`src/int_status_pkg.sv`:
```
// Purpose: Shared constants and carrier types for the common interrupt status block.
// Assumes: Offsets are host byte offsets on a 16-bit host bus; the upper byte sits at the even one.
// Notes:   The register offsets, chip flag bit positions and mask and read data reset values used by the design live here.
package int_status_pkg;

   // Host address width and register offsets
   localparam int          ADDR_W        = 10;
   localparam logic [9:0]  STATUS_OFFSET = 10'h002;
   localparam logic [9:0]  MASK_OFFSET   = 10'h004;

   // Register widths and counts
   localparam int          REG_W         = 16;
   localparam int          CHIP_FLAGS    = 4;
   localparam int          SOCKETS       = 8;

   // Bit positions inside the status and mask registers
   localparam int          ADDR_CONFLICT_BIT = 15;
   localparam int          PORT_UNREACH_BIT  = 14;
   localparam int          SESSION_END_BIT   = 13;
   localparam int          FRAG_SIZE_BIT     = 12;
   localparam int          CHIP_LSB          = 12;

   // Reset values and writable field masks
   localparam logic [15:0] STATUS_RESET  = 16'h0000;
   localparam logic [15:0] MASK_RESET    = 16'h0000;
   localparam logic [15:0] MASK_WRITABLE = 16'hf0ff;
   localparam logic [15:0] READ_IDLE     = 16'h0000;

   // One host access on the direct host bus
   typedef struct packed {
      logic [9:0]  addr;
      logic [15:0] wrData;
      logic        wrEn;
      logic        rdEn;
      logic        beUpper;
      logic        beLower;
   } host_req_t;

   // Chip-wide event pulses from the protocol engines
   typedef struct packed {
      logic addrConflict;
      logic portUnreach;
      logic sessionClosed;
      logic fragSize;
   } chip_evt_t;

endpackage

```
`src/sticky_flag.sv`:
```
// Purpose: One sticky event flag with a set input and a clear input.
// Assumes: Set and clear are single-clock signals from the same domain.
// Notes:   Set beats clear so an event in the clearing cycle is kept.
`timescale 1ns/10ps
module sticky_flag (
   input  wire logic clk,    // System clock
   input  wire logic rst_n,  // Asynchronous reset, active low
   input  wire logic set,    // Event that raises the flag
   input  wire logic clr,    // Request that lowers the flag
   output logic      flag_q  // Registered flag
);

   logic flag_d;

   // Next value, set has priority
   always_comb begin
      flag_d = flag_q;
      if (clr) begin
         flag_d = 1'b0;
      end
      if (set) begin
         flag_d = 1'b1;
      end
   end

   // Flag register
   always_ff @(posedge clk or negedge rst_n) begin
      if (!rst_n) begin
         flag_q <= 1'b0;
      end else begin
         flag_q <= flag_d;
      end
   end

endmodule

```
`src/common_interrupt_status.sv`:
```
// Purpose: Common interrupt status and mask registers with the active-low interrupt pin.
// Assumes: Event inputs come from logic on clk; host accesses are single-cycle strobes.
// Notes:   Read data appear one cycle after the read strobe, marked by rdValid_q.
//
// Operation
// - Any supported event sets its matching status bit to one.
// - The interrupt pin goes low when some status bit and its mask bit are both one.
// - Once low, the pin stays low until all status bits are zero, then goes high.
// - Upper-byte flags clear only where the host writes a one; a zero leaves them.
// - A socket bit clears itself once that socket's interrupt register is all zero.
// - Bit 15 sets when an address request carries our own network address.
// - Bit 14 sets on a destination-port-unreachable message.
// - Bit 13 sets on session close, but only while the session mode is on.
// - Bit 12 sets on a fragmentation-needed message.
// - Lower bit n sets whenever socket n raises any of its own interrupts.
// - The status register is 16 bits, resets to zero, upper byte at the even offset.
// - A 16-bit mask register holds one enable per used status bit (bits 11:8 stay zero) and resets to zero.
`timescale 1ns/10ps
module common_interrupt_status
   import int_status_pkg::*;
(
   input  wire logic         clk,          // System clock, 100 MHz
   input  wire logic         rst_n,        // Asynchronous reset, active low
   input  wire host_req_t    hostReq,      // Host register access
   output logic [15:0]       rdData_q,     // Registered read data
   output logic              rdValid_q,    // Read data valid pulse
   input  wire chip_evt_t    chipEvt,      // Chip-wide event pulses
   input  wire logic         sessionMode,  // Session mode enabled level
   input  wire logic [7:0]   sockEvt,      // Socket n raised an interrupt
   input  wire logic [7:0]   sockIrZero,   // Socket n interrupt register is zero
   output logic              intN_q        // Interrupt pin, active low
);

   logic [3:0]  chipSet;
   logic [3:0]  chipClr;
   logic [3:0]  chipFlagQ;
   logic [7:0]  sockFlagQ;
   logic [15:0] statusQ;
   logic [15:0] maskQ;
   logic [15:0] maskD;
   logic [15:0] rdDataD;
   logic        rdValidD;
   logic        intActiveQ;
   logic        intActiveD;
   logic        statusWr;
   logic        maskWr;

   // Address decode of host writes
   assign statusWr = hostReq.wrEn && (hostReq.addr == STATUS_OFFSET);
   assign maskWr   = hostReq.wrEn && (hostReq.addr == MASK_OFFSET);

   assign chipSet = {chipEvt.addrConflict, chipEvt.portUnreach,
                     chipEvt.sessionClosed & sessionMode, chipEvt.fragSize};

   assign chipClr = (statusWr && hostReq.beUpper) ?
                    hostReq.wrData[ADDR_CONFLICT_BIT:FRAG_SIZE_BIT] : 4'h0;

   generate
      for (genvar i = 0; i < CHIP_FLAGS; i++) begin : g_chip
         sticky_flag u_flag (
            .clk    (clk),
            .rst_n  (rst_n),
            .set    (chipSet[i]),
            .clr    (chipClr[i]),
            .flag_q (chipFlagQ[i])
         );
      end
   endgenerate

   generate
      for (genvar n = 0; n < SOCKETS; n++) begin : g_sock
         sticky_flag u_flag (
            .clk    (clk),
            .rst_n  (rst_n),
            .set    (sockEvt[n]),
            .clr    (sockIrZero[n]),
            .flag_q (sockFlagQ[n])
         );
      end
   endgenerate

   assign statusQ = {chipFlagQ, 4'h0, sockFlagQ};

   always_comb begin
      maskD = maskQ;
      if (maskWr && hostReq.beUpper) begin
         maskD[15:8] = hostReq.wrData[15:8] & MASK_WRITABLE[15:8];
      end
      if (maskWr && hostReq.beLower) begin
         maskD[7:0] = hostReq.wrData[7:0] & MASK_WRITABLE[7:0];
      end
   end

   // Mask register
   always_ff @(posedge clk or negedge rst_n) begin
      if (!rst_n) begin
         maskQ <= MASK_RESET;
      end else begin
         maskQ <= maskD;
      end
   end

   always_comb begin
      intActiveD = (|(statusQ & maskQ)) || (intActiveQ && (|statusQ));
   end

   // Interrupt pin register
   always_ff @(posedge clk or negedge rst_n) begin
      if (!rst_n) begin
         intActiveQ <= 1'b0;
         intN_q     <= 1'b1;
      end else begin
         intActiveQ <= intActiveD;
         intN_q     <= !intActiveD;
      end
   end

   // Read decode, unmapped offsets read zero
   always_comb begin
      rdDataD  = rdData_q;
      rdValidD = hostReq.rdEn;
      if (hostReq.rdEn) begin
         unique case (hostReq.addr)
            STATUS_OFFSET: begin
               rdDataD = statusQ;
            end
            MASK_OFFSET: begin
               rdDataD = maskQ;
            end
            default: begin
               rdDataD = READ_IDLE;
            end
         endcase
      end
   end

   // Read data registers
   always_ff @(posedge clk or negedge rst_n) begin
      if (!rst_n) begin
         rdData_q  <= READ_IDLE;
         rdValid_q <= 1'b0;
      end else begin
         rdData_q  <= rdDataD;
         rdValid_q <= rdValidD;
      end
   end

   // Checks on flag setting and socket self-clearing; the pin check uses the mask seen when the pin was computed
   property p_conflict_sets;
      @(posedge clk) disable iff (!rst_n)
      chipEvt.addrConflict |=> statusQ[ADDR_CONFLICT_BIT]
         ##1 (!intN_q || !$past(maskQ[ADDR_CONFLICT_BIT]));
   endproperty
   a_conflict_sets: assert property (p_conflict_sets)
      else $error("conflict flag not set");

   property p_unreach_sets;
      @(posedge clk) disable iff (!rst_n)
      chipEvt.portUnreach |=> statusQ[PORT_UNREACH_BIT];
   endproperty
   a_unreach_sets: assert property (p_unreach_sets)
      else $error("unreach flag not set");

   property p_session_gated;
      @(posedge clk) disable iff (!rst_n)
      (!statusQ[SESSION_END_BIT] && !(chipEvt.sessionClosed && sessionMode))
         |=> !statusQ[SESSION_END_BIT];
   endproperty
   a_session_gated: assert property (p_session_gated)
      else $error("session flag set wrongly");

   property p_session_sets;
      @(posedge clk) disable iff (!rst_n)
      (chipEvt.sessionClosed && sessionMode) |=> statusQ[SESSION_END_BIT];
   endproperty
   a_session_sets: assert property (p_session_sets)
      else $error("session flag not set");

   property p_frag_sets;
      @(posedge clk) disable iff (!rst_n)
      chipEvt.fragSize |=> statusQ[FRAG_SIZE_BIT];
   endproperty
   a_frag_sets: assert property (p_frag_sets)
      else $error("fragment flag not set");

   property p_sock_sets;
      @(posedge clk) disable iff (!rst_n)
      sockEvt[0] |=> sockFlagQ[0];
   endproperty
   a_sock_sets: assert property (p_sock_sets)
      else $error("socket flag not set");

   property p_sock7_sets;
      @(posedge clk) disable iff (!rst_n)
      sockEvt[7] |=> sockFlagQ[7];
   endproperty
   a_sock7_sets: assert property (p_sock7_sets)
      else $error("socket seven flag not set");

   property p_sock_clears;
      @(posedge clk) disable iff (!rst_n)
      (sockIrZero[7] && !sockEvt[7]) |=> !sockFlagQ[7];
   endproperty
   a_sock_clears: assert property (p_sock_clears)
      else $error("socket flag not cleared");

   property p_sock0_clears;
      @(posedge clk) disable iff (!rst_n)
      (sockIrZero[0] && !sockEvt[0]) |=> !sockFlagQ[0];
   endproperty
   a_sock0_clears: assert property (p_sock0_clears)
      else $error("socket zero flag not cleared");

   // Socket bits have no host write path
   property p_sock_no_write;
      @(posedge clk) disable iff (!rst_n)
      (statusWr && hostReq.beLower && sockFlagQ[0] && !sockIrZero[0]) |=> sockFlagQ[0];
   endproperty
   a_sock_no_write: assert property (p_sock_no_write)
      else $error("socket flag cleared by write");

   property p_zero_write_keeps;
      @(posedge clk) disable iff (!rst_n)
      (statusWr && hostReq.beUpper && !hostReq.wrData[ADDR_CONFLICT_BIT]
         && statusQ[ADDR_CONFLICT_BIT]) |=> statusQ[ADDR_CONFLICT_BIT];
   endproperty
   a_zero_write_keeps: assert property (p_zero_write_keeps)
      else $error("zero write cleared");

   property p_one_write_clears;
      @(posedge clk) disable iff (!rst_n)
      (statusWr && hostReq.beUpper && hostReq.wrData[PORT_UNREACH_BIT] && !chipEvt.portUnreach)
         |=> !statusQ[PORT_UNREACH_BIT];
   endproperty
   a_one_write_clears: assert property (p_one_write_clears)
      else $error("one write kept");

   // A write with the upper lane off leaves the chip flags alone
   property p_lane_keeps;
      @(posedge clk) disable iff (!rst_n)
      (statusWr && !hostReq.beUpper && statusQ[FRAG_SIZE_BIT]) |=> statusQ[FRAG_SIZE_BIT];
   endproperty
   a_lane_keeps: assert property (p_lane_keeps)
      else $error("disabled lane cleared");

   property p_masked_asserts;
      @(posedge clk) disable iff (!rst_n)
      (|(statusQ & maskQ)) |=> !intN_q;
   endproperty
   a_masked_asserts: assert property (p_masked_asserts)
      else $error("pin not asserted");

   // The pin never falls without a masked pending bit
   property p_unmasked_quiet;
      @(posedge clk) disable iff (!rst_n)
      (intN_q && !(|(statusQ & maskQ))) |=> intN_q;
   endproperty
   a_unmasked_quiet: assert property (p_unmasked_quiet)
      else $error("pin asserted while masked");

   property p_hold_low;
      @(posedge clk) disable iff (!rst_n)
      (!intN_q && (|statusQ)) |=> !intN_q;
   endproperty
   a_hold_low: assert property (p_hold_low)
      else $error("pin released early");

   property p_release;
      @(posedge clk) disable iff (!rst_n)
      (statusQ == STATUS_RESET) |=> intN_q;
   endproperty
   a_release: assert property (p_release)
      else $error("pin not released");

   property p_reserved_zero;
      @(posedge clk) disable iff (!rst_n)
      (rdValid_q && $past(hostReq.addr) == STATUS_OFFSET) |-> (rdData_q[11:8] == 4'h0);
   endproperty
   a_reserved_zero: assert property (p_reserved_zero)
      else $error("reserved bits set");

   property p_mask_readback;
      @(posedge clk) disable iff (!rst_n)
      (maskWr && hostReq.beLower) |=> (maskQ[7:0] == $past(hostReq.wrData[7:0]));
   endproperty
   a_mask_readback: assert property (p_mask_readback)
      else $error("mask not written");

   // Upper mask lane takes the four enables and keeps the reserved nibble zero
   property p_mask_upper;
      @(posedge clk) disable iff (!rst_n)
      (maskWr && hostReq.beUpper)
         |=> (maskQ[15:12] == $past(hostReq.wrData[15:12])) && (maskQ[11:8] == 4'h0);
   endproperty
   a_mask_upper: assert property (p_mask_upper)
      else $error("upper mask not written");

   property p_status_read;
      @(posedge clk) disable iff (!rst_n)
      (hostReq.rdEn && hostReq.addr == STATUS_OFFSET)
         |=> (rdValid_q && rdData_q == $past(statusQ));
   endproperty
   a_status_read: assert property (p_status_read)
      else $error("status read wrong");

   // Read valid only follows a read strobe
   property p_valid_pulse;
      @(posedge clk) disable iff (!rst_n)
      !hostReq.rdEn |=> !rdValid_q;
   endproperty
   a_valid_pulse: assert property (p_valid_pulse)
      else $error("read valid without strobe");

endmodule

```
`config.mk`:
```
export PLATFORM = sky130hd
export DESIGN_NAME = common_interrupt_status
export DESIGN_NICKNAME = d
export VERILOG_FILES = /design/src/int_status_pkg.sv /design/src/sticky_flag.sv /design/src/common_interrupt_status.sv
export SDC_FILE = /design/constraint.sdc
export NUM_CORES = 1
export LEC_CHECK = 0
export BUFFER_PORTS_ARGS = -buffer_cell sky130_fd_sc_hd__buf_2
export CAP_MARGIN = 5
export CORE_MARGIN = 2
export CORE_UTILIZATION = 43
export CTS_CLUSTER_SIZE = 14
export DETAILED_ROUTE_END_ITERATION = 12
export PLACE_DENSITY = 0.75
export SYNTH_ARGS = -nofsm -noshare
export SYNTH_HDL_FRONTEND = slang
export SYNTH_SLANG_ARGS = --single-unit
```
`constraint.sdc`:
```
create_clock -name clk -period 1.5 [get_ports clk]
set_clock_uncertainty 0.2 [all_clocks]
set_input_delay 0.225 -clock clk [delete_from_list [all_inputs] [get_ports clk]]
set_output_delay 0.225 -clock clk [all_outputs]
set_load 0.02 [all_outputs]
```
* After elaboration in Yosys (flattened, before gate mapping) *
Cells that the tools add are included.

storage, ports and cells
  flip-flop bits (word level) = 43
  bits of input ports = 53
  output and inout bits = 18
  logic and storage cells = 70

operators by class
  eq/ne operators = 2
  mux-type cells = 26
  bitwise operators = 2
  reductions and logical operators = 22

operators with widths
  operator                                                           count
  16-bit one-hot mux with 2 select lines                             1
  1-bit 2-to-1 mux                                                   24
  2-bit nonzero test                                                 12
  16-bit AND                                                         1
  16-bit OR reduction                                                1
  12-bit OR reduction                                                1
  10-bit by 2-bit == test with 1-bit output (second input constant)  1
  10-bit by 3-bit == test with 1-bit output (second input constant)  1
  1-bit logical AND                                                  6
  4-bit 2-to-1 mux                                                   1
  1-bit AND                                                          1
  1-bit zero test                                                    1
  1-bit logical OR                                                   1

* Depth between registers and ports, before layout *
  word-level depth = 6
  gate-level depth with buffers = 5
  depth with buffers taken out = 3

* Modules after synthesis *
From an unflattened synthesis, not the netlist that was laid out.

second synthesis, totals
  cells, all modules = 143
  area total of the unflattened synthesis = 1,779.2 µm²

modules (own cells, without submodules)
  module                   instances  cells an instance  area each (µm²)  sequential area each (µm²)
  common_interrupt_status  1          107                1,343.8          676.9
  sticky_flag              12         3                  36.3             25.0

* Worst setup path before layout *
No wires, ideal clock.

  kind = in2reg
  from = input hostReq[27] (netlist name)
  to = register maskQ[0]
  library setup time = 0.125 ns
  arrival = 1.856 ns
  data required time = 1.175 ns
  slack = -0.681 ns
  stages = 5
  buffers on the path = 2
  path through = or4_1 clkbuf_2 or4_4 buf_6 mux2_4

between the ends
  word-level cells in the longest chain between the ends = 3

RTL lines
  element                                    line                           RTL
  from (decl)                                common_interrupt_status.sv:24  input wire host_req_t hostReq,
  10-bit by 3-bit == test with 1-bit output  common_interrupt_status.sv:50  assign maskWr = hostReq.wrEn && (hostReq.addr == MASK_OFFSET);
  1-bit logical AND                          common_interrupt_status.sv:50
  1-bit logical AND                          common_interrupt_status.sv:89  if (maskWr && hostReq.beLower) begin
  to (signal assigned)                       common_interrupt_status.sv:99  maskQ <= maskD;
  to (decl)                                  common_interrupt_status.sv:39  logic [15:0] maskQ;

Every way passes these cells.
A chain may end at the register's enable or synchronous reset.

* Final worst setup path *
  from = input hostReq[24] (netlist name)
  to = register maskQ[2]

Same word-level chain as after synthesis.

==> impl_metrics.ini <==
[routing]
drt_iter0_markers = 80
wl_per_cell_um = 17.1
firstDrtPassIters = 4
ant_nets = 0
vias = 1640
viasPerCell = 5.21
drc = 0
wl_um = 5370

[clock_tree]
cts_buffers = 5
path_clk_slew_ps = 70
cts_max_level = 2
clock-sinks = 39
cts_tree = built
cts.path.max_buffers = 2
cts-root-buf = clkbuf_8
clk_latency_ps = 290

[power]
ir_worst_vdd_mv = 0.414
finalPower_w = 0.00218
p_per_area_nw_per_um2 = 760
power_leakage_nw = 1.53

[placed_design]
pre_cts_ws_ps = -741
port_buffers = 62
post-dp-hpwl_um = 3080
gp_congestion = 0.773

[logic_synthesis]
synth_top_cells_by_area = dfrtp_1 (54%), mux2_4 (10%), a221o_1 (6.8%)
synth_edf_count = 0
ys_seq_area_share_pct = 55.2
yosys.area.top_type = dfrtp_1
syn_area_per_cell_um2 = 12.4
synth_top_area_share_pct = 53.7
syn_area_um2 = 1770
synth-async-reset-ratio_pct = 100
ys_ff_latch = 39
synth_flop_cell = dfrtp_1
syn_inst = 143
ys_types = 24
yosysMostFrequentCell = dfrtp_1
synth_common_cells = dfrtp_1 (38), inv_1 (13), a221o_1 (12), mux2_4 (12), nor2b_1 (12)
ys_warn_count = 0

[layout]
fillers = 273
finalNetCount = 317
fin_util_pct = 72.1
diodes = 0
syn2layout_area_growth_pct = 61.7
layout-drive-gt1-share_pct = 47.9

[critical_path]
max_stage_delay_ps = 640
path_class = in -> reg
r2r_end = intActiveQ
endpoint_kind = register
start_kind = primary input
rrSetupSlack_ps = -170
r2r_cells = 3
cp.required_ps = 1480
cp_slowest_cell = or4_4
path_max_fanout = 8
worstPathArrival_ps = 1830
cp_cell_sequence = buf_6 -> or4_4 -> or4_4 -> mux2_4
crit_top_cell = or4_4
rr_startpoint = g_sock[7].u_flag.flag_q

[floorplanning]
die_area_um2 = 4650
core_area_um2 = 3970
die_x_um = 68.2
start_util_pct = 44.6
die_height_um = 68.2
num_rows = 23
ios = 71

[sta]
clock.fmax_mhz = 540
setup_viol = 30
slew_viol_final = 0
setup_slack_ps = -352
fin_setup_tns_ps = -7650
fin_crit_ps = 1850
rsz0062_at_grt = true
post-route-period-util_pct = 123
holdWs_ps = 1.14
final_hold_viol_count = 0

[min_path]
hp-class = in -> reg
min_to = g_sock[6].u_flag.flag_q
hp-start = sockIrZero[6]
min_path_cells = 3

[global_route]
grt_pass1_wl_um = 7620
grt_use_total_pct = 22.8
grt_max_degree = 40
overflow = 0
grt_antenna_before_repair = 0
grt_pass1_vias = 1627

[run]
drv_cap = 0

[outcome]
violations = negative setup slack
outcome = complete, but fails checks
## how the worst max path moves through the flow
stage                startpoint        end  slack [ps]  cells past startpoint
floorplan           hostReq[23]   maskQ[0]        -670                      5
global placement    hostReq[23]  maskQ[12]        -710                      4
detailed placement  hostReq[23]  maskQ[14]        -740                      4
CTS                 hostReq[28]   maskQ[2]        -350                      4
global route        hostReq[24]   maskQ[4]        -360                      4
finish              hostReq[24]   maskQ[2]        -350                      4
## worst max-delay path: cells and delay by family
| family | cells | cell delay, ps |
|---|---|---|
| and+or+nand+nor | 2 | 1170 |
| buffers and inverters | 1 | 90 |
| muxes | 1 | 340 |
## power by group
part	total [W]	switching [W]	internal, W
Combinational	0.000364	0.000151	0.000212
Sequential	0.00114	0.0000334	0.00110
Clock	0.000677	0.000347	0.000330
## placed cells by master, fill, tap and decap left out, types with 2 or more instances in the layout
cell type / netlist / routed
buf_2: 3 / 60
dfrtp_1: 38 / 38
dlygate4sd3_1: 0 / 30
buf_4: 4 / 26
inv_1: 13 / 13
mux2_4: 12 / 12
nor2b_1: 12 / 12
a221o_1: 12 / 12
a21o_1: 8 / 8
nand2_1: 7 / 7
nand2b_1: 5 / 5
clkbuf_8: 0 / 5
buf_6: 1 / 5
nor4_2: 0 / 4
or4_4: 1 / 4
conb_1: 1 / 4
a22oi_2: 0 / 3
a22oi_1: 6 / 3
clkbuf_1: 1 / 3
o41ai_2: 0 / 2
o41ai_4: 0 / 2
## layout make-up
cell class / count / area (µm²) / area share [%]
inverter: 13 / 48.8 / 1.70
tap: 50 / 62.6 / 2.18
clock buffer: 8 / 80.1 / 2.79
timing repair buffer: 122 / 872 / 30.4
sequential: 39 / 977 / 34.1
multi-input combinational: 83 / 825 / 28.8
## registers in the layout (all words and copies together), names as in the netlist
register	flops
maskQ	12
rdData_q	12
g_sock.u_flag.flag_q	8
g_chip.u_flag.flag_q	4
intActiveQ	1
intN_q	1
rdValid_q	1
## routing by layer
metal | vias up | GRT usage, % | wire, µm
met5 | - | 0 | 0
met4 | 0 | 7.50 | 140
met3 | 13 | 5.92 | 269
met2 | 74 | 39.6 | 2880
met1 | 802 | 27.4 | 2080
li1 | 751 | - | -
## through the flow
stage / std cells / instance area [µm²]
final: 315 / 2870
after global routing: 315 / 2870
after CTS: 310 / 2750
after detailed placement: 272 / 2300
after global placement: 272 / 2300
after floorplan: 146 / 1800
## logic make-up after synthesis
kind of cell    synth area share, %
other cells                   0.212
mux                            10.2
compound gates                 15.8
simple gates                   11.9
buf+inv                        6.71
flops                          55.2
## timing repair
action | in CTS | in global routing
gates cloned | 0 | 1
resized for setup | 13 | 13
setup buffers | 2 | 2
pin swaps | 10 | 15
hold buffers | 28 | 2
hold endpoints to repair | 62 | 2
setup endpoints to repair | 28 | 30
No activity file was read; power rests on OpenSTA's default activity.
